**config.mk**
```make
export PLATFORM = sky130hd
export DESIGN_NAME = gpx_port
export DESIGN_NICKNAME = d
export VERILOG_FILES = /design/src/verilog/gpx_pkg.sv /design/src/verilog/gpx_irq_if.sv /design/src/verilog/gpx_port.sv /design/src/verilog/gpx_irq_det.sv
export VERILOG_INCLUDE_DIRS = /design/src /design/src/verilog
export SDC_FILE = /design/constraint.sdc
export NUM_CORES = 1
export LEC_CHECK = 0
export BUFFER_PORTS_ARGS = -buffer_cell sky130_fd_sc_hd__buf_2
export CAP_MARGIN = 20
export CORE_MARGIN = 1.5
export CORE_UTILIZATION = 41
export DETAILED_ROUTE_END_ITERATION = 12
export PLACE_DENSITY = 0.68
export SLEW_MARGIN = 40
export SYNTH_ARGS = -nofsm -noshare
export SYNTH_HDL_FRONTEND = slang
export SYNTH_HIERARCHICAL = 1
export SYNTH_SLANG_ARGS = --single-unit
```
**constraint.sdc**
```tcl
create_clock -name core_clk -period 15.7 [get_ports core_clk]
set_input_delay 4.71 -clock core_clk [delete_from_list [all_inputs] [get_ports core_clk]]
set_output_delay 4.71 -clock core_clk [all_outputs]
set_load 0.01 [all_outputs]
```
**src/verilog/gpx_consts.svh**
```systemverilog
// Offsets, field positions, reset values and limits of the GPIO port
`ifndef GPX_CONSTS_SVH
`define GPX_CONSTS_SVH

// ****************************************************************
// Register offsets (byte addresses, 12-bit space)
// ****************************************************************
`define GPX_OFF_DIR      12'h400
`define GPX_OFF_ITYPE    12'h404
`define GPX_OFF_PAD      12'h408
`define GPX_OFF_PINIDX   12'h40C
`define GPX_OFF_PINCFG   12'h410
`define GPX_OFF_ALT      12'h414
`define GPX_OFF_INT_EN   12'h418
`define GPX_OFF_INT_DIS  12'h41C
`define GPX_OFF_INT_RAW  12'h420
`define GPX_OFF_INT_MSK  12'h424

// ****************************************************************
// Write field positions
// ****************************************************************
`define GPX_F_MODE_HI    9
`define GPX_F_MODE_LO    8
`define GPX_F_TYPE_HI    14
`define GPX_F_TYPE_LO    12
`define GPX_F_ALT_HI     19
`define GPX_F_ALT_LO     16

// ****************************************************************
// Reset values and limits
// ****************************************************************
`define GPX_RST_DRIVE    2'h0
`define GPX_RST_PAD      3'h0
`define GPX_RST_DIR      2'h0
`define GPX_RST_ITYPE    3'h0
`define GPX_RST_ALT      4'h0
`define GPX_PAD_LAST     3'h6
`define GPX_ITYPE_LAST   3'h4
`define GPX_DIR_LAST     2'h2
`define GPX_ANALOG_PINS  8'h0F

`endif

```
**src/verilog/gpx_pkg.sv**
```systemverilog
// Types shared by the GPIO port modules
`default_nettype none
package gpx_pkg;
	typedef enum logic [1:0] {
		drive_low               = 2'h0,
		drive_mid               = 2'h1,
		drive_high              = 2'h2,
		drive_high_slew_limited = 2'h3
	} gpx_drive_e;
	typedef enum logic [2:0] {
		pad_push_pull           = 3'h0,
		pad_push_pull_pullup    = 3'h1,
		pad_push_pull_pulldown  = 3'h2,
		pad_open_drain          = 3'h3,
		pad_open_drain_pullup   = 3'h4,
		pad_open_drain_pulldown = 3'h5,
		pad_analog              = 3'h6
	} gpx_pad_e;
	typedef enum logic [1:0] {
		dir_sw_input      = 2'h0,
		dir_sw_output     = 2'h1,
		dir_hw_controlled = 2'h2
	} gpx_dir_e;
	typedef enum logic [2:0] {
		trig_falling = 3'h0,
		trig_rising  = 3'h1,
		trig_both    = 3'h2,
		trig_low     = 3'h3,
		trig_high    = 3'h4
	} gpx_itype_e;
endpackage
`default_nettype wire

```
**src/verilog/gpx_irq_if.sv**
```systemverilog
// Link between the port core and its interrupt detector
`default_nettype none
interface gpx_irq_if;
	logic [7:0]  level;
	logic [23:0] itype;
	logic [7:0]  en_set;
	logic [7:0]  en_clr;
	logic [7:0]  clr;
	logic [7:0]  raw;
	logic [7:0]  en;
	logic [7:0]  masked;
	logic        irq;
	modport ctl (output level, itype, en_set, en_clr, clr, input raw, en, masked, irq);
	modport det (input level, itype, en_set, en_clr, clr, output raw, en, masked, irq);
endinterface
`default_nettype wire

```
**src/verilog/gpx_port.sv**
```systemverilog
// Eight-pin GPIO port: masked data, pad setup, pin mux and interrupts
//
// Contract
// - Eight-bit pin mask; bit n selects pin n; only selected pins act.
// - Pin read returns level of selected pins, zero for others.
// - Raw and masked interrupt status readable, one bit per pin.
// - Enabling interrupts unmasks selected pins; others keep their mask.
// - Disabling masks selected pins; raw status still shows them.
// - Clear removes pending flags of selected pins only.
// - Per-pin drive strength: 2, 4, 8 mA or 8 mA slew limited.
// - Per-pin pad type: push-pull, open-drain, each with pulls, or analog.
// - Input pins store pad settings; only pulls affect the input.
// - Pad configuration reads back exactly as written.
// - At most one peripheral function per pin, chosen by code.
// - Analog enable only reaches pins that carry a converter input; on other pins analog mode just turns the driver off.
// - Data address carries the pin mask; masked pins change together.
// - Pin mode: software input, software output or hardware control.
// - Interrupt trigger: falling, rising, both edges, low or high level.
//
// The strobed register port and the address map were decided locally.
`default_nettype none
`include "gpx_consts.svh"
module gpx_port (
	// Clock and reset
	input  wire logic        core_clk,
	input  wire logic        rstn,
	// Register port
	input  wire logic [11:0] addr,
	input  wire logic [31:0] wdata,
	input  wire logic        wr_en,
	input  wire logic        rd_en,
	output logic      [31:0] rdata,
	// Pads
	input  wire logic [7:0]  pad_in,
	output logic      [7:0]  pad_out,
	output logic      [7:0]  pad_oe,
	output logic      [15:0] pad_drive,
	output logic      [7:0]  pad_slew_limit,
	output logic      [7:0]  pad_pullup,
	output logic      [7:0]  pad_pulldown,
	output logic      [7:0]  pad_analog_en,
	// Peripheral functions
	input  wire logic [15:0] func_out,
	input  wire logic [15:0] func_oe,
	output logic      [15:0] func_in,
	// Interrupt
	output logic             irq
);
	function automatic logic hit(input logic [11:0] a, input logic [11:0] off);
		return a == off;
	endfunction

	function automatic logic is_od(input logic [2:0] t);
		return t == gpx_pkg::pad_open_drain || t == gpx_pkg::pad_open_drain_pullup
			|| t == gpx_pkg::pad_open_drain_pulldown;
	endfunction

	logic [7:0]      pin_meta;
	logic [7:0]      pin_lvl;
	logic [7:0]      data_q;
	logic [7:0][1:0] drive_q;
	logic [7:0][2:0] pad_q;
	logic [7:0][1:0] dir_q;
	logic [7:0][2:0] itype_q;
	logic [7:0][3:0] alt_q;
	logic [2:0]      pin_index;
	logic [7:0]      next_pad_out;
	logic [7:0]      next_pad_oe;
	logic [7:0]      od_mask;
	logic [31:0]     next_rdata;

	gpx_irq_if irq_bus ();

	// ****************************************************************
	// Address decode
	// ****************************************************************
	wire       in_data   = addr[11:10] == 2'h0;
	wire [7:0] pin_select_mask = addr[9:2];
	wire [7:0] analog_pins = `GPX_ANALOG_PINS;
	wire       wr_data   = wr_en & in_data;
	wire       wr_dir    = wr_en & hit(addr, `GPX_OFF_DIR);
	wire       wr_itype  = wr_en & hit(addr, `GPX_OFF_ITYPE);
	wire       wr_pad    = wr_en & hit(addr, `GPX_OFF_PAD);
	wire       wr_pinidx = wr_en & hit(addr, `GPX_OFF_PINIDX);
	wire       wr_alt    = wr_en & hit(addr, `GPX_OFF_ALT);
	wire [1:0] mode_w    = wdata[`GPX_F_MODE_HI:`GPX_F_MODE_LO];
	wire [2:0] type_w    = wdata[`GPX_F_TYPE_HI:`GPX_F_TYPE_LO];
	wire [3:0] alt_code_w = wdata[`GPX_F_ALT_HI:`GPX_F_ALT_LO];
	// Undefined codes are dropped so readback only ever shows legal settings
	wire       dir_ok    = mode_w <= `GPX_DIR_LAST;
	wire       pad_ok    = type_w <= `GPX_PAD_LAST;
	wire       itype_ok  = type_w <= `GPX_ITYPE_LAST;

	// ****************************************************************
	// Pin synchroniser
	// ****************************************************************
	always_ff @(posedge core_clk or negedge rstn) begin
		if (!rstn) begin
			pin_meta <= 8'h00;
			pin_lvl  <= 8'h00;
		end else begin
			pin_meta <= pad_in;
			pin_lvl  <= pin_meta;
		end
	end

	// ****************************************************************
	// Configuration storage
	// ****************************************************************
	always_ff @(posedge core_clk or negedge rstn) begin
		if (!rstn) begin
			data_q    <= 8'h00;
			pin_index <= 3'h0;
			for (int i = 0; i < 8; i++) begin
				drive_q[i] <= `GPX_RST_DRIVE;
				pad_q[i]   <= `GPX_RST_PAD;
				dir_q[i]   <= `GPX_RST_DIR;
				itype_q[i] <= `GPX_RST_ITYPE;
				alt_q[i]   <= `GPX_RST_ALT;
			end
		end else begin
			if (wr_data)
				data_q <= (data_q & ~pin_select_mask) | (wdata[7:0] & pin_select_mask);
			if (wr_pinidx)
				pin_index <= wdata[2:0];
			for (int i = 0; i < 8; i++) begin
				if (wr_dir && dir_ok && wdata[i])
					dir_q[i] <= mode_w;
				if (wr_itype && itype_ok && wdata[i])
					itype_q[i] <= type_w;
				if (wr_pad && pad_ok && wdata[i]) begin
					drive_q[i] <= mode_w;
					pad_q[i]   <= type_w;
				end
				if (wr_alt && wdata[2:0] == 3'(i))
					alt_q[i] <= alt_code_w;
			end
		end
	end

	// ****************************************************************
	// Pad control and pin mux
	// ****************************************************************
	// pad_out and pad_oe are registered so they never see decode glitches; the drive, slew, pull and analog outputs are not
	always_comb begin
		for (int i = 0; i < 8; i++) begin
			logic hw;
			logic val;
			logic en;
			hw  = dir_q[i] == gpx_pkg::dir_hw_controlled;
			// Only the one function named by the code reaches the pin
			val = hw ? func_out[alt_q[i]] : data_q[i];
			en  = hw ? (alt_q[i] != 4'h0) & func_oe[alt_q[i]]
				: dir_q[i] == gpx_pkg::dir_sw_output;
			od_mask[i] = is_od(pad_q[i]);
			if (pad_q[i] == gpx_pkg::pad_analog) begin
				next_pad_out[i] = 1'b0;
				next_pad_oe[i]  = 1'b0;
			end else if (od_mask[i]) begin
				next_pad_out[i] = 1'b0;
				next_pad_oe[i]  = en & ~val;
			end else begin
				next_pad_out[i] = val;
				next_pad_oe[i]  = en;
			end
			pad_drive[2*i +: 2] = drive_q[i];
			pad_slew_limit[i]   = drive_q[i] == gpx_pkg::drive_high_slew_limited;
			// Pulls act whatever the direction
			pad_pullup[i]   = pad_q[i] == gpx_pkg::pad_push_pull_pullup
				|| pad_q[i] == gpx_pkg::pad_open_drain_pullup;
			pad_pulldown[i] = pad_q[i] == gpx_pkg::pad_push_pull_pulldown
				|| pad_q[i] == gpx_pkg::pad_open_drain_pulldown;
			// Pins without a converter input cannot become one
			pad_analog_en[i] = (pad_q[i] == gpx_pkg::pad_analog)
				& analog_pins[i];
		end
	end

	// Several pins on one function OR together; software avoids that
	always_comb begin
		func_in = 16'h0000;
		for (int i = 0; i < 8; i++) begin
			if (dir_q[i] == gpx_pkg::dir_hw_controlled && alt_q[i] != 4'h0)
				func_in[alt_q[i]] = func_in[alt_q[i]] | pin_lvl[i];
		end
	end

	always_ff @(posedge core_clk or negedge rstn) begin
		if (!rstn) begin
			pad_out <= 8'h00;
			pad_oe  <= 8'h00;
		end else begin
			pad_out <= next_pad_out;
			pad_oe  <= next_pad_oe;
		end
	end

	// ****************************************************************
	// Interrupt detector
	// ****************************************************************
	assign irq_bus.level  = pin_lvl;
	assign irq_bus.itype  = itype_q;
	assign irq_bus.en_set = (wr_en & hit(addr, `GPX_OFF_INT_EN)) ? wdata[7:0] : 8'h00;
	assign irq_bus.en_clr = (wr_en & hit(addr, `GPX_OFF_INT_DIS)) ? wdata[7:0] : 8'h00;
	assign irq_bus.clr    = (wr_en & hit(addr, `GPX_OFF_INT_RAW)) ? wdata[7:0] : 8'h00;
	assign irq            = irq_bus.irq;

	gpx_irq_det u_det (
		.core_clk (core_clk),
		.rstn     (rstn),
		.bus      (irq_bus.det)
	);

	// ****************************************************************
	// Read path
	// ****************************************************************
	wire [31:0] cfg_word = {12'h000, alt_q[pin_index], 1'b0, itype_q[pin_index],
		2'h0, dir_q[pin_index], 1'b0, pad_q[pin_index], 2'h0, drive_q[pin_index]};

	always_comb begin
		next_rdata = 32'h0000_0000;
		if (in_data)
			next_rdata = {24'h00_0000, pin_lvl & pin_select_mask};
		else if (hit(addr, `GPX_OFF_PINIDX))
			next_rdata = {29'h000_0000, pin_index};
		else if (hit(addr, `GPX_OFF_PINCFG))
			next_rdata = cfg_word;
		else if (hit(addr, `GPX_OFF_INT_EN) || hit(addr, `GPX_OFF_INT_DIS))
			next_rdata = {24'h00_0000, irq_bus.en};
		else if (hit(addr, `GPX_OFF_INT_RAW))
			next_rdata = {24'h00_0000, irq_bus.raw};
		else if (hit(addr, `GPX_OFF_INT_MSK))
			next_rdata = {24'h00_0000, irq_bus.masked};
	end

	always_ff @(posedge core_clk or negedge rstn) begin
		if (!rstn)
			rdata <= 32'h0000_0000;
		else if (rd_en)
			rdata <= next_rdata;
		else
			rdata <= 32'h0000_0000;
	end

	// ****************************************************************
	// Checks
	// ****************************************************************
	property p_masked_read;
		@(posedge core_clk) disable iff (!rstn)
		(rd_en && in_data) |=> rdata == {24'h00_0000, $past(pin_lvl & pin_select_mask)};
	endproperty
	a_masked_read: assert property (p_masked_read) else $error("pin read not masked");

	property p_masked_write;
		@(posedge core_clk) disable iff (!rstn)
		wr_data |=> ((data_q & $past(pin_select_mask)) == $past(wdata[7:0] & pin_select_mask))
			&& ((data_q & ~$past(pin_select_mask)) == $past(data_q & ~pin_select_mask));
	endproperty
	a_masked_write: assert property (p_masked_write) else $error("data write mask wrong");

	property p_pad_back;
		@(posedge core_clk) disable iff (!rstn)
		(wr_pad && pad_ok && wdata[0]) |=> (pad_q[0] == $past(type_w))
			&& (drive_q[0] == $past(mode_w));
	endproperty
	a_pad_back: assert property (p_pad_back) else $error("pad setting not stored");

	property p_od_no_high;
		@(posedge core_clk) disable iff (!rstn)
		(pad_oe & pad_out & $past(od_mask)) == 8'h00;
	endproperty
	a_od_no_high: assert property (p_od_no_high) else $error("open-drain pin drove high");

	property p_analog_only;
		@(posedge core_clk) disable iff (!rstn)
		((pad_analog_en & ~`GPX_ANALOG_PINS) == 8'h00);
	endproperty
	a_analog_only: assert property (p_analog_only) else $error("analog on non-analog pin");

	property p_hw_mux;
		@(posedge core_clk) disable iff (!rstn)
		(dir_q[0] == gpx_pkg::dir_hw_controlled && alt_q[0] != 4'h0
			&& pad_q[0] == gpx_pkg::pad_push_pull && func_oe[alt_q[0]])
			|=> pad_oe[0] && pad_out[0] == $past(func_out[alt_q[0]]);
	endproperty
	a_hw_mux: assert property (p_hw_mux) else $error("pin not driven by its function");

	property p_pad_refused;
		@(posedge core_clk) disable iff (!rstn)
		(wr_pad && !pad_ok) |=> (pad_q == $past(pad_q)) && (drive_q == $past(drive_q));
	endproperty
	a_pad_refused: assert property (p_pad_refused) else $error("illegal pad type stored");

	property p_pad_unsel;
		@(posedge core_clk) disable iff (!rstn)
		(wr_pad && !wdata[1]) |=> (pad_q[1] == $past(pad_q[1]))
			&& (drive_q[1] == $past(drive_q[1]));
	endproperty
	a_pad_unsel: assert property (p_pad_unsel) else $error("unselected pin pad changed");

	property p_analog_quiet;
		@(posedge core_clk) disable iff (!rstn)
		(pad_q[0] == gpx_pkg::pad_analog) |=> !pad_oe[0];
	endproperty
	a_analog_quiet: assert property (p_analog_quiet) else $error("analog pin driven");
endmodule // gpx_port
`default_nettype wire

```
**src/verilog/gpx_irq_det.sv**
```systemverilog
// Per-pin interrupt detection, sticky raw status and mask
`default_nettype none
`include "gpx_consts.svh"
module gpx_irq_det (
	// Clock and reset
	input  wire logic core_clk,
	input  wire logic rstn,
	// Link to the port core
	gpx_irq_if.det    bus
);
	logic [7:0] prev;
	logic       primed;
	logic [7:0] ev;
	logic [7:0] raw_q;
	logic [7:0] en_q;

	// ****************************************************************
	// Trigger decode
	// ****************************************************************
	always_comb begin
		for (int i = 0; i < 8; i++) begin
			case (gpx_pkg::gpx_itype_e'(bus.itype[3*i +: 3]))
				gpx_pkg::trig_falling: ev[i] = primed & prev[i] & ~bus.level[i];
				gpx_pkg::trig_rising:  ev[i] = primed & ~prev[i] & bus.level[i];
				gpx_pkg::trig_both:    ev[i] = primed & (prev[i] ^ bus.level[i]);
				gpx_pkg::trig_low:     ev[i] = ~bus.level[i];
				gpx_pkg::trig_high:    ev[i] = bus.level[i];
				default:               ev[i] = 1'b0;
			endcase
		end
	end

	// ****************************************************************
	// Status and mask
	// ****************************************************************
	// No edges in the first cycle out of reset: prev holds no real history yet
	always_ff @(posedge core_clk or negedge rstn) begin
		if (!rstn) begin
			prev   <= 8'h00;
			primed <= 1'b0;
			raw_q  <= 8'h00;
			en_q   <= 8'h00;
		end else begin
			prev   <= bus.level;
			primed <= 1'b1;
			raw_q  <= (raw_q & ~bus.clr) | ev;
			en_q   <= (en_q | bus.en_set) & ~bus.en_clr;
		end
	end

	assign bus.raw    = raw_q;
	assign bus.en     = en_q;
	assign bus.masked = raw_q & en_q;
	assign bus.irq    = |bus.masked;

	// ****************************************************************
	// Checks
	// ****************************************************************
	property p_irq_or;
		@(posedge core_clk) disable iff (!rstn)
		bus.irq == |(raw_q & en_q);
	endproperty
	a_irq_or: assert property (p_irq_or) else $error("irq not OR of unmasked raw");

	property p_clear;
		@(posedge core_clk) disable iff (!rstn)
		(bus.clr != 8'h00) |=> ((raw_q & $past(bus.clr) & ~$past(ev)) == 8'h00);
	endproperty
	a_clear: assert property (p_clear) else $error("cleared pin still pending");

	property p_unmask;
		@(posedge core_clk) disable iff (!rstn)
		(bus.en_set != 8'h00) |=> ((en_q & $past(bus.en_set & ~bus.en_clr))
			== $past(bus.en_set & ~bus.en_clr));
	endproperty
	a_unmask: assert property (p_unmask) else $error("enable did not unmask");

	property p_mask;
		@(posedge core_clk) disable iff (!rstn)
		(bus.en_clr != 8'h00) |=> ((en_q & $past(bus.en_clr)) == 8'h00);
	endproperty
	a_mask: assert property (p_mask) else $error("disable did not mask");

	property p_raw_set;
		@(posedge core_clk) disable iff (!rstn)
		(ev != 8'h00) |=> ((raw_q & $past(ev)) == $past(ev));
	endproperty
	a_raw_set: assert property (p_raw_set) else $error("event lost from raw status");
endmodule // gpx_irq_det
`default_nettype wire

```
Word-level counts from Yosys, hierarchy flattened
Memory sizes are Yosys's and may differ from the RTL's.
Index checks and enable logic that the tools add are counted.
Word-level totals
  flip-flop bits (word level): 212
  memories: 1
  output and inout bits: 113
  logic and storage cells: 568
  memory bits (read-only): 16
Memory list
  (name not given): words 16, width 1, read ports 1, clocked after Yosys merged registers in 0, wr ports 0, line gpx_port.sv:184  | func_in[alt_q[i]] = func_in[alt_q[i]] | pin_lvl[i];
Operators by class
  bitwise logic cells: 118
  eq/ne operators: 121
  $lt $le $gt $ge: 20
  multiplexer cells: 154
  reduce and logical (&&, ||, !) cells: 103
Operator list (number)
  $mux 16: 8
  $eq 12x11->1 const B: 10
  $bwmux 16: 7
  $eq 3x3->1 const B: 36
  $eq 3x2->1 const B: 34
  $bmux 1 s4: 23
  $mux 1: 80
  $and 1x1->1: 65
  $mux 20: 3
  $eq 3x1->1 const B: 17
  $logic_and 1x1->1: 51
  $and 8x8->8: 6
  $mux 8: 6
  $lt 4x5->1 const B: 8
  $pmux 1 s5: 8
  $logic_or 1x1->1: 33
  $demux 1 s4: 8
  $eq 2x2->1 const B: 16
  $ge 4x1->1 const B: 8
  $mux 32: 1
  $reduce_bool 4->1: 8
  $logic_not 3->1: 9
  $not 1->1: 24
  $not 8->8: 3
  other kinds (16): 44

Longest topological paths before layout
Gate-level depths: netlist (run 1).
  depth after elaboration: 41
  depth in mapped cells: 24
  depth with buffers taken out: 18

By module
The synthesis (run 1) kept the hierarchy.
Modules (own cells, without submodules)
  gpx_port: times used 1, cells each 1478, seq. area each 4304.1 um2, area each 14378.8 um2
  gpx_irq_det: times used 1, cells each 144, seq. area each 625.6 um2, area each 1377.6 um2

Worst setup path before layout (run 1)
Ideal clock, no wire load.
  path kind: reg-to-output
  start: register dir_q[0] (netlist bit)
  end: output port func_in[15]
  data arrival time: 5.335 ns
  path buffers: 1
  path slack: 5.655 ns
  stages on the path, launching flop included: 20
  cell sequence: dfrtp_1 or4b_1 or3b_1 nor4_2 o221ai_1 o221ai_2 buf_6 nor2_1 or4_1 and2_1 a2111o_1 o21ai_1 nor4_4 nor3_2 nor4_4 and4_1 or4b_1 nand4_2 nor3_2 a41oi_1
Between the ends
  longest elaborated chain between the ends: 38
Ends and longest elaborated chain
  from (decl): line gpx_port.sv:63  | logic [7:0][1:0] dir_q;
  from (signal, indexed assignment): line gpx_port.sv:117  | dir_q[i] <= `GPX_RST_DIR;
  from (signal, indexed assignment): line gpx_port.sv:128  | dir_q[i] <= mode_w;
  $eq 2x2->1 *: line gpx_port.sv:183  | if (dir_q[i] == gpx_pkg::dir_hw_controlled && alt_q[i] != 4'h0)
  $logic_and 1x1->1 *: line gpx_port.sv:183
  $mux 16 *: line gpx_port.sv:183
  $bmux 1 s4: line gpx_port.sv:184
  $mux 1 (not written as such): line gpx_port.sv:184
  $or 1x1->1: line gpx_port.sv:184
  $bwmux 16: line gpx_port.sv:184
  $mux 16 *: line gpx_port.sv:183
  (+22 left out)
  $or 1x1->1: line gpx_port.sv:184
  $bwmux 16: line gpx_port.sv:184
  $mux 16 *: line gpx_port.sv:183
  $bmux 1 s4: line gpx_port.sv:184
  $mux 1 (not written as such): line gpx_port.sv:184
  $or 1x1->1: line gpx_port.sv:184
  $bwmux 16: line gpx_port.sv:184
  $mux 16 *: line gpx_port.sv:183
  to (decl): line gpx_port.sv:45  | output logic [15:0] func_in,
Every way passes the cells marked *; elsewhere a longest branch is shown, timed or not. The select of a mux whose other input is x is not followed.

Final worst setup path (run 1)
  start: register alt_q[7] (netlist bit)
  end: output port func_in[15]
Between the ends
  longest elaborated chain between the ends: 36
  elaborated cells on any way between the ends: 42
  those cells by class: order compare (2); mux (30); bitwise (7); reduce/logical (3)
Ends and longest elaborated chain
  from (decl): line gpx_port.sv:65  | logic [7:0][3:0] alt_q;
  from (signal, indexed assignment): line gpx_port.sv:119  | alt_q[i] <= `GPX_RST_ALT;
  from (signal, indexed assignment): line gpx_port.sv:136  | alt_q[i] <= alt_code_w;
  $lt 4x5->1 (not written as such) / $ge 4x1->1 (equally long branches): line gpx_port.sv:184
  $logic_and 1x1->1 (not written as such): line gpx_port.sv:184
  $mux 1 (not written as such): line gpx_port.sv:184
  $demux 1 s4: line gpx_port.sv:184
  $bwmux 16: line gpx_port.sv:184
  $mux 16 *: line gpx_port.sv:183
  $bmux 1 s4: line gpx_port.sv:184
  $mux 1 (not written as such): line gpx_port.sv:184
  (+20 left out)
  $or 1x1->1: line gpx_port.sv:184
  $bwmux 16: line gpx_port.sv:184
  $mux 16 *: line gpx_port.sv:183
  $bmux 1 s4: line gpx_port.sv:184
  $mux 1 (not written as such): line gpx_port.sv:184
  $or 1x1->1: line gpx_port.sv:184
  $bwmux 16: line gpx_port.sv:184
  $mux 16 *: line gpx_port.sv:183
Marks and branches as above.

==> results of run 1 <==
[final timing paths]
path	slack [ns]	startpoint	cells past startpoint	to
setup / recovery	3.08	alt_q[7]	19	func_in[15]
hold / removal	0.35	pin_meta[2]	0	irq_bus.level[2]
setup reg to reg	12.92	pin_index[1]	6	rdata[1]
hold reg to reg	0.35	pin_meta[2]	0	irq_bus.level[2]
max in group asynchronous	10.37	rstn	2	alt_q[20]
min in group asynchronous	4.26	rstn	1	pin_meta[7]
[cells in the mapped netlist, drive strengths merged (17+ instances only)]
master  number
buf         45
mux2       125
nor2       171
inv         20
a31oi       18
nor4bb      26
o211ai      21
nor3        47
nand3       34
dfrtp      197
clkbuf      70
mux2i       22
nor2b       49
nor4        17
and2        42
o21ai       72
a21oi       55
xnor2       19
mux4       104
nand2b      43
nand2      151
[through the flow]
stage	worst slack [ns]	instances
finish	3.08	2249
global route	2.64	2248
CTS	3.22	2247
detailed placement	3.72	2215
global placement	3.81	2215
floorplan	5.66	1641
[final cells by class]
type                       instances  area (um^2)  area share
sequential                       197         4940       0.282
antenna                            2         5.00    0.000285
tap                              511          639      0.0365
timing repair buffer             178          940      0.0536
multi-input combinational       1307        10300       0.589
clock buffer                      19          443      0.0253
clock inverter                    13          163     0.00927
inverter                          22         82.6     0.00471
[state kept, by name, indices dropped and copies added, names as in the netlist, named ones only]
signal / cells
alt_q: 32
irq_bus.itype: 24
pad_q: 24
rdata: 17
dir_q: 16
pad_drive: 16
irq_bus.level: 8
pad_oe: 8
pad_out: 8
pin_meta: 8
u_det/bus.en: 8
u_det/bus.raw: 8
u_det/prev: 8
pin_index: 3
u_det/primed: 1
[metal layers]
metal,wire length [um],global-route usage,up-vias
li1,-,-,6399
met1,23200,0.388,7435
met2,26400,0.458,793
met3,4810,0.0537,128
met4,2140,0.114,2
met5,13,0,-
[kinds of logic after synthesis]
logic type / after synthesis / share of synthesized area
and+or+nand+nor: 672 / 0.227
AOI/OAI and AO/OA: 344 / 0.158
muxes: 251 / 0.252
DFF: 197 / 0.313
buffers and inverters: 137 / 0.0390
xor gates and xnor gates: 19 / 0.0106
other: 2 / 0.000477
[power groups by stage]
stage | clock network [uW] | registers, uW | logic, uW
floorplan | 0 | 539 | 52.7
global placement | 0 | 541 | 103
detailed placement | 0 | 542 | 106
CTS | 476 | 532 | 106
global route | 495 | 534 | 116
finish | 470 | 532 | 108
==> impl_metrics.toml, run 1 <==
[run_status]
outcome = "completed"

[place]
gp_congestion = 0.998
port_buffers = 165
placed_cell_area_mm2 = 0.0169
dp_hpwl_um = 42200

[routing]
drtIter0Drc = 1501
drtPass1Iterations = 6
ant_nets = 0
routed_wl_um = 56700
wl_per_cell_um = 25.2
vias = 14800
remaining_drc_errors = 0
viasPerCell = 6.56

[logic_synthesis]
synth_cells = 1622
syn_area_mm2 = 0.0158
synthArstFlopShare = 1.00
yosysTopAreaCellShare = 0.313
yosysSeqAreaShare = 0.313
synth_area_per_cell_um2 = 9.71
ys.warnings.count = 6
synth_area_leaders = "dfrtp_1 (31%), mux4_2 (15%), mux2_2 (8.9%)"
yosysTopAreaCell = "dfrtp_1"
synth-seq-cells = 197
synth.distinct_cells = 94
synth-edff-count = 0
synthFlopType = "dfrtp_1"

[sta]
fin_skew_ns = 0.0131
tightest_slew_ns = 0.870
hold_ws_ns = 0.348
post-route-period-util = 0.804
fmax_mhz = 79.3
setup_viol = 0
slew_headroom = 0.416
rsz0062_at_grt = "no"
setup_tns_ns = 0
period_needed_ns = 12.62
hold_viol = 0
drv_slew = 0

[finish]
design_area_mm2 = 0.0175
drive_gt1_frac = 0.281
mostFrequentLayoutCell = "dfrtp_1"
fin_util = 0.465
layout.nets = 1811
syn_to_final_growth_pct = 11.3
final_cell_mix = "dfrtp_1 (188), nor2_1 (171), buf_2 (164)"
fill_cells = 3545

[pwr]
netSwitchingFraction = 0.276
p_clk_frac = 0.424
sequentialPowerShare = 0.479
p_int_uw = 804
total_power_uw = 1110
p_leak_uw = 0.00682
vdd_drop_max_uv = 76.8
p_switching_uw = 307
pwr_density_cell_mw_per_mm2 = 63.3
pwr-share-comb = 0.098

[clocking]
cts_root_buf = "clkbuf_16"
hold_buffers = 0
cts_tree = "built"
h-tree-depth = 4
cts_buffer_depth = 2
numCtsBuffers = 17
post-cts-setup-buffers = 0
cts_resized = 0
clkLatencyLatePin_ns = 0.46
clkTransAtPathRegs_ns = 0.07
cts.sinks = 197

[global_route]
grt_max_degree = 73
grt_antenna_before_repair = 2
grt_usage = 0.288
grt-ovfl-total = 0
grt_pass1_wl_um = 86300
grt_pass1_vias = 14200

[setup_path]
crit_type = "reg -> out"
cpPeakStageDelay_ns = 0.85
critical_path.top_delay_family = "compound AO/OA/AOI/OAI gates"
crit_top_cell = "nand3_2"
cp-end-kind = "primary output"
critical_path.startpoint_type = "flip-flop"
crit_fanout = 16
worstPathArrival_ns = 7.91
crit_buf_inv = 1
slowest_stage = "dfrtp_1"
required_ns = 10.99
cp_cell_sequence = "xnor2_1 > a31o_1 > a41o_1 > o41ai_4 > o221ai_2 > o41a_1 > a32oi_2 > nand3_2 > a221oi_2 > nand3_1 > or3_4 > a221oi_1 > or4b_1 > nand3_2 > o21ai_0 > nand4_2 > nor3_2 > a41oi_1 > buf_2"

[floorplan]
start_util = 0.417
dieArea_mm2 = 0.0396
coreArea_mm2 = 0.0378
die_height_um = 199
chipWidth_um = 199
boundaryPins = 201
rows = 71

[min_path]
hp-class = "reg -> reg"

[job]
max_cap_viol_count = 0
(Power assumes the default switching activity.)
==> run 2: changes to the inputs <==
clock period = 12.1 ns   (was 15.7 ns; I/O delays follow)
==> run 2 against run 1 <==
Compared with the run above:
- hold slack gained 0.0018 ns
- power grew 29%
- global-route usage grew 0.59 points
- sequential cell count is the same
- first-iteration DRC count shrank 12%
- critical path depth is the same
- clock skew grew 0.0026 ns
==> impl_metrics.toml, run 2 (synthesis results as in run 1) <==
[run_status]
outcome = "completed"

[setup_path]
worstPathArrival_ns = 7.93
required_ns = 8.47
rr_startpoint = "alt_q[4]"
reg2reg_depth = 6
crit_type = "reg -> out"
cp-end-kind = "primary output"
r2r_slack_ns = 9.32
crit_fanout = 16
critical_path.startpoint_type = "flip-flop"
r2r_end = "pad_oe[1]"

[finish]
regMostFlops = "alt_q"
layout.nets = 1811
final_cell_mix = "dfrtp_1 (189), nor2_1 (171), buf_2 (164)"
syn_to_final_growth_pct = 11.3
seqCellArea_mm2 = 0.00494
stdcell_count = 2250
largest_reg_flops = 32
design_area_mm2 = 0.0175
multi_input_area_mm2 = 0.0103
drive_gt1_frac = 0.281
mostFrequentLayoutCell = "dfrtp_1"
fill_cells = 3591

[routing]
viasPerCell = 6.56
ant_nets = 0
wl_per_cell_um = 25.6
vias = 14800
drtPass1Iterations = 7
remaining_drc_errors = 0
routed_wl_um = 57700
drtIter0Drc = 1320

[sta]
setup_tns_ns = 0
fin_skew_ns = 0.0157
rsz0062_at_grt = "no"
period_needed_ns = 11.56
hold_ws_ns = 0.350
drv_slew = 0
slew_headroom = 0.454
setup_viol = 0
hold_viol = 0
fmax_mhz = 86.5
tightest_slew_ns = 0.820
post-route-period-util = 0.955

[floorplan]
boundaryPins = 201
start_util = 0.417
chipWidth_um = 199
dieArea_mm2 = 0.0396
rows = 71
die_height_um = 199
coreArea_mm2 = 0.0378

[clocking]
numCtsBuffers = 17
clkLatencyLatePin_ns = 0.47
clkTransAtPathRegs_ns = 0.08
hold_buffers = 0
cts.sinks = 197
cts_root_buf = "clkbuf_16"
post-cts-setup-buffers = 0
cts_buffer_depth = 2
cts_resized = 0
cts_tree = "built"
h-tree-depth = 4

[global_route]
grt_usage = 0.294
grt_max_degree = 77
grt_antenna_before_repair = 4
grt-ovfl-total = 0
grt_pass1_wl_um = 87700
grt_pass1_vias = 14200

[job]
max_cap_viol_count = 0

[pwr]
p_leak_uw = 0.00682
netSwitchingFraction = 0.286
sequentialPowerShare = 0.483
pwr-share-comb = 0.099
p_clk_frac = 0.418
p_switching_uw = 409
p_int_uw = 1020
pwr_density_cell_mw_per_mm2 = 81.5
vdd_drop_max_uv = 100
total_power_uw = 1430

[place]
gp_congestion = 0.957
port_buffers = 165
placed_cell_area_mm2 = 0.0169
post-place-cells = 2215
dp_hpwl_um = 42900

[min_path]
hold_depth = 0
hp-class = "reg -> reg"
hold_path_end = "irq_bus.level[3]"
hp-start = "pin_meta[3]"
-- run 2: how the worst max path moves through the flow --
stage	to	start	depth (start not counted)	slack, ns
floorplan	func_in[15]	dir_q[0]	19	3.14
global placement	func_in[15]	alt_q[7]	19	1.35
detailed placement	func_in[6]	alt_q[7]	19	1.27
CTS	func_in[6]	alt_q[7]	19	0.75
global route	func_in[6]	alt_q[7]	19	0.11
finish	func_in[6]	alt_q[7]	19	0.54
-- run 2: area by class of cell --
type | count | share of cell area
Sequential cell | 197 | 0.282
Antenna cell | 3 | 0.000428
Clock inverter | 15 | 0.00942
Timing Repair Buffer | 178 | 0.0536
Multi-Input combinational cell | 1307 | 0.589
Clock buffer | 17 | 0.0243
Inverter | 22 | 0.00471
Tap cell | 511 | 0.0365
-- run 2: worst max-delay path: stages, from the launching register on --
cell and delay (ns):
dfrtp_1 0.84, xnor2_1 0.13, a31o_1 0.25, a41o_1 0.43
o41ai_4 0.56, o221ai_2 0.32, o41a_1 0.58, a32oi_2 0.24
nand3_2 0.28, o31ai_2 0.47, nand3_1 0.47, or3_4 0.57
a221oi_1 0.44, or4b_1 0.21, nand3_2 0.22, o21ai_0 0.32
nand4_2 0.29, nor3_2 0.45, a31oi_1 0.17, buf_2 0.18
-- run 2: per-stage QoR --
step	setup slack, ns	utilization
after global placement	1.35	0.447
after global routing	0.112	0.464
after CTS	0.748	0.463
after floorplan	3.14	-
after detailed placement	1.27	0.448
final	0.543	0.464
-- run 2: layer usage --
| metal | track usage | up-vias | wire length (um) |
|---|---|---|---|
| li1 | - | 6413 | - |
| met1 | 0.394 | 7362 | 23200 |
| met2 | 0.466 | 866 | 27000 |
| met3 | 0.0549 | 121 | 5230 |
| met4 | 0.123 | 4 | 2270 |
| met5 | 0 | - | 26 |
-- run 2: power by group through the flow --
| stage | Sequential [uW] | Combinational, uW | Clock, uW |
|---|---|---|---|
| 2_1_floorplan | 699 | 68.4 | 0 |
| 3_3_place_gp | 702 | 135 | 0 |
| 3_5_place_dp | 704 | 138 | 0 |
| 4_1_cts | 690 | 139 | 605 |
| 5_1_grt | 692 | 151 | 627 |
| 6_report | 691 | 141 | 597 |
==> run 3: changes to the inputs <==
RECOVER_POWER = 25   (was not set)
==> run 3 against run 2 <==
Compared with the run above:
- the flow now finishes with violations (capacitance limit, slew limit)
- first-iteration DRC count up 5.4%
- clock skew up 0.0013 ns
- clock power about the same
- critical path depth unchanged
- maximum frequency down 0.15%
- hold slack about the same
- critical endpoint unchanged
- highest routed layer unchanged
==> impl_metrics.toml, run 3 (synthesis results as in run 1) <==
[run_status]
outcome = "finished, violations left"
violations = "capacitance limit, slew limit"

[min_path]
hp-class = "reg -> reg"

[setup_path]
worstPathArrival_ns = 7.94
crit_top_cell = "nand3_2"
r2r_slack_ns = 9.29
cp_cell_sequence = "xnor2_1 > a31o_1 > a41o_1 > o41ai_4 > o221ai_2 > o41a_1 > a32oi_2 > nand3_2 > o31ai_2 > nand3_1 > or3_4 > a221oi_1 > or4b_1 > nand3_2 > o21ai_0 > nand4_2 > nor3_2 > a31oi_1 > buf_2"
required_ns = 8.47
cp-end-kind = "primary output"
critical_path.top_delay_family = "compound AO/OA/AOI/OAI gates"
crit_buf_inv = 1
cpPeakStageDelay_ns = 0.83
critical_path.startpoint_type = "flip-flop"
crit_fanout = 16
crit_type = "reg -> out"
slowest_stage = "dfrtp_1"

[finish]
syn_to_final_growth_pct = 11.1
layout.nets = 1811
regMostFlops = "alt_q"
multi_input_area_mm2 = 0.0103
seqCellArea_mm2 = 0.00494
mostFrequentLayoutCell = "dfrtp_1"
fill_cells = 3593
drive_gt1_frac = 0.280
final_cell_mix = "dfrtp_1 (189), nor2_1 (171), buf_2 (164)"
largest_reg_flops = 32

[sta]
setup_tns_ns = 0
post-route-period-util = 0.957
slew_headroom = -1.69
setup_ws_ns = 0.526
fmax_mhz = 86.4
drv_slew = 125
hold_viol = 0
setup_viol = 0
tightest_slew_ns = 4.04
period_needed_ns = 11.57
rsz0062_at_grt = "no"
fin_skew_ns = 0.0170

[clocking]
cts_buffer_depth = 2
cts_tree = "built"
h-tree-depth = 4
clkLatencyLatePin_ns = 0.47
hold_buffers = 0
cts.sinks = 197
post-cts-setup-buffers = 0
numCtsBuffers = 17
cts_resized = 0
cts_root_buf = "clkbuf_16"
clkTransAtPathRegs_ns = 0.08

[routing]
routed_wl_um = 57700
drtPass1Iterations = 6
vias = 14700
remaining_drc_errors = 0
wl_per_cell_um = 25.6
drtIter0Drc = 1391
ant_nets = 0
viasPerCell = 6.54

[pwr]
pwr_density_cell_mw_per_mm2 = 81.5
total_power_uw = 1430
p_leak_uw = 0.00681
vdd_drop_max_uv = 99.3

[floorplan]
chipWidth_um = 199
start_util = 0.417
die_height_um = 199
coreArea_mm2 = 0.0378
dieArea_mm2 = 0.0396
rows = 71
boundaryPins = 201

[global_route]
grt_antenna_before_repair = 4
grt-ovfl-total = 0
grt_max_degree = 77
grt_pass1_wl_um = 87700
grt_pass1_vias = 14200
grt_usage = 0.294

[job]
max_cap_viol_count = 2

[place]
dp_hpwl_um = 42900
gp_congestion = 0.957
dp_slack_ns = 1.27
port_buffers = 165
[run 3: changes by cell type in the layout (fill, tap and decap cells not counted)]
cell      change
clkbuf_1      +2
buf_6         -1
clkbuf_8      -1
[run 3: final cells by class]
class / instances / area share
tap: 511 / 0.0365
multi-input combinational: 1307 / 0.590
antenna: 3 / 0.000429
timing repair buffer: 178 / 0.0527
inverter: 22 / 0.00472
clock buffer: 17 / 0.0243
sequential: 197 / 0.282
clock inverter: 15 / 0.00943
[run 3: per-stage QoR]
stage / hold slack [ns] / instances / util / cell area (um^2)
6_report: 0.350 / 2250 / 0.464 / 17500
5_1_grt: 0.358 / 2247 / 0.464 / 17500
4_1_cts: 0.352 / 2247 / 0.463 / 17500
3_5_place_dp: 0.335 / 2215 / 0.448 / 16900
3_3_place_gp: 0.332 / 2215 / 0.447 / 16900
2_1_floorplan: 0.331 / 1641 / - / 15800
[run 3: path summary, 6_finish.rpt]
kind                             startpoint               end  cells after the start
worst max-delay path               alt_q[7]        func_in[6]                     19
worst min-delay path            pin_meta[3]  irq_bus.level[3]                      0
worst max register to register     alt_q[4]         pad_oe[1]                      6
worst min register to register  pin_meta[3]  irq_bus.level[3]                      0
max in group asynchronous              rstn         alt_q[25]                      2
min in group asynchronous              rstn       pin_meta[7]                      1
[run 3: routing by layer]
layer  GRT usage  vias to the layer above  routed length, um
met5           0                        -                 26
met4       0.123                        4               2340
met3      0.0549                      126               4990
met2       0.466                      808              27000
met1       0.394                     7389              23300
li1            -                     6398                  -
[run 3: power by group]
group	internal, uW	leakage, uW	switching, uW	total [uW]
sequential	675	0.00260	16.1	691
clock	294	0.000291	302	596
combinational	50.2	0.00391	90.2	140
[run 3: worst reg2reg max path: cells and delay by family (launching register included)]
family	cells	cell delay, ns
mux	3	1.45
flops	1	0.56
compound gates	2	0.38
buf+inv	1	0.32
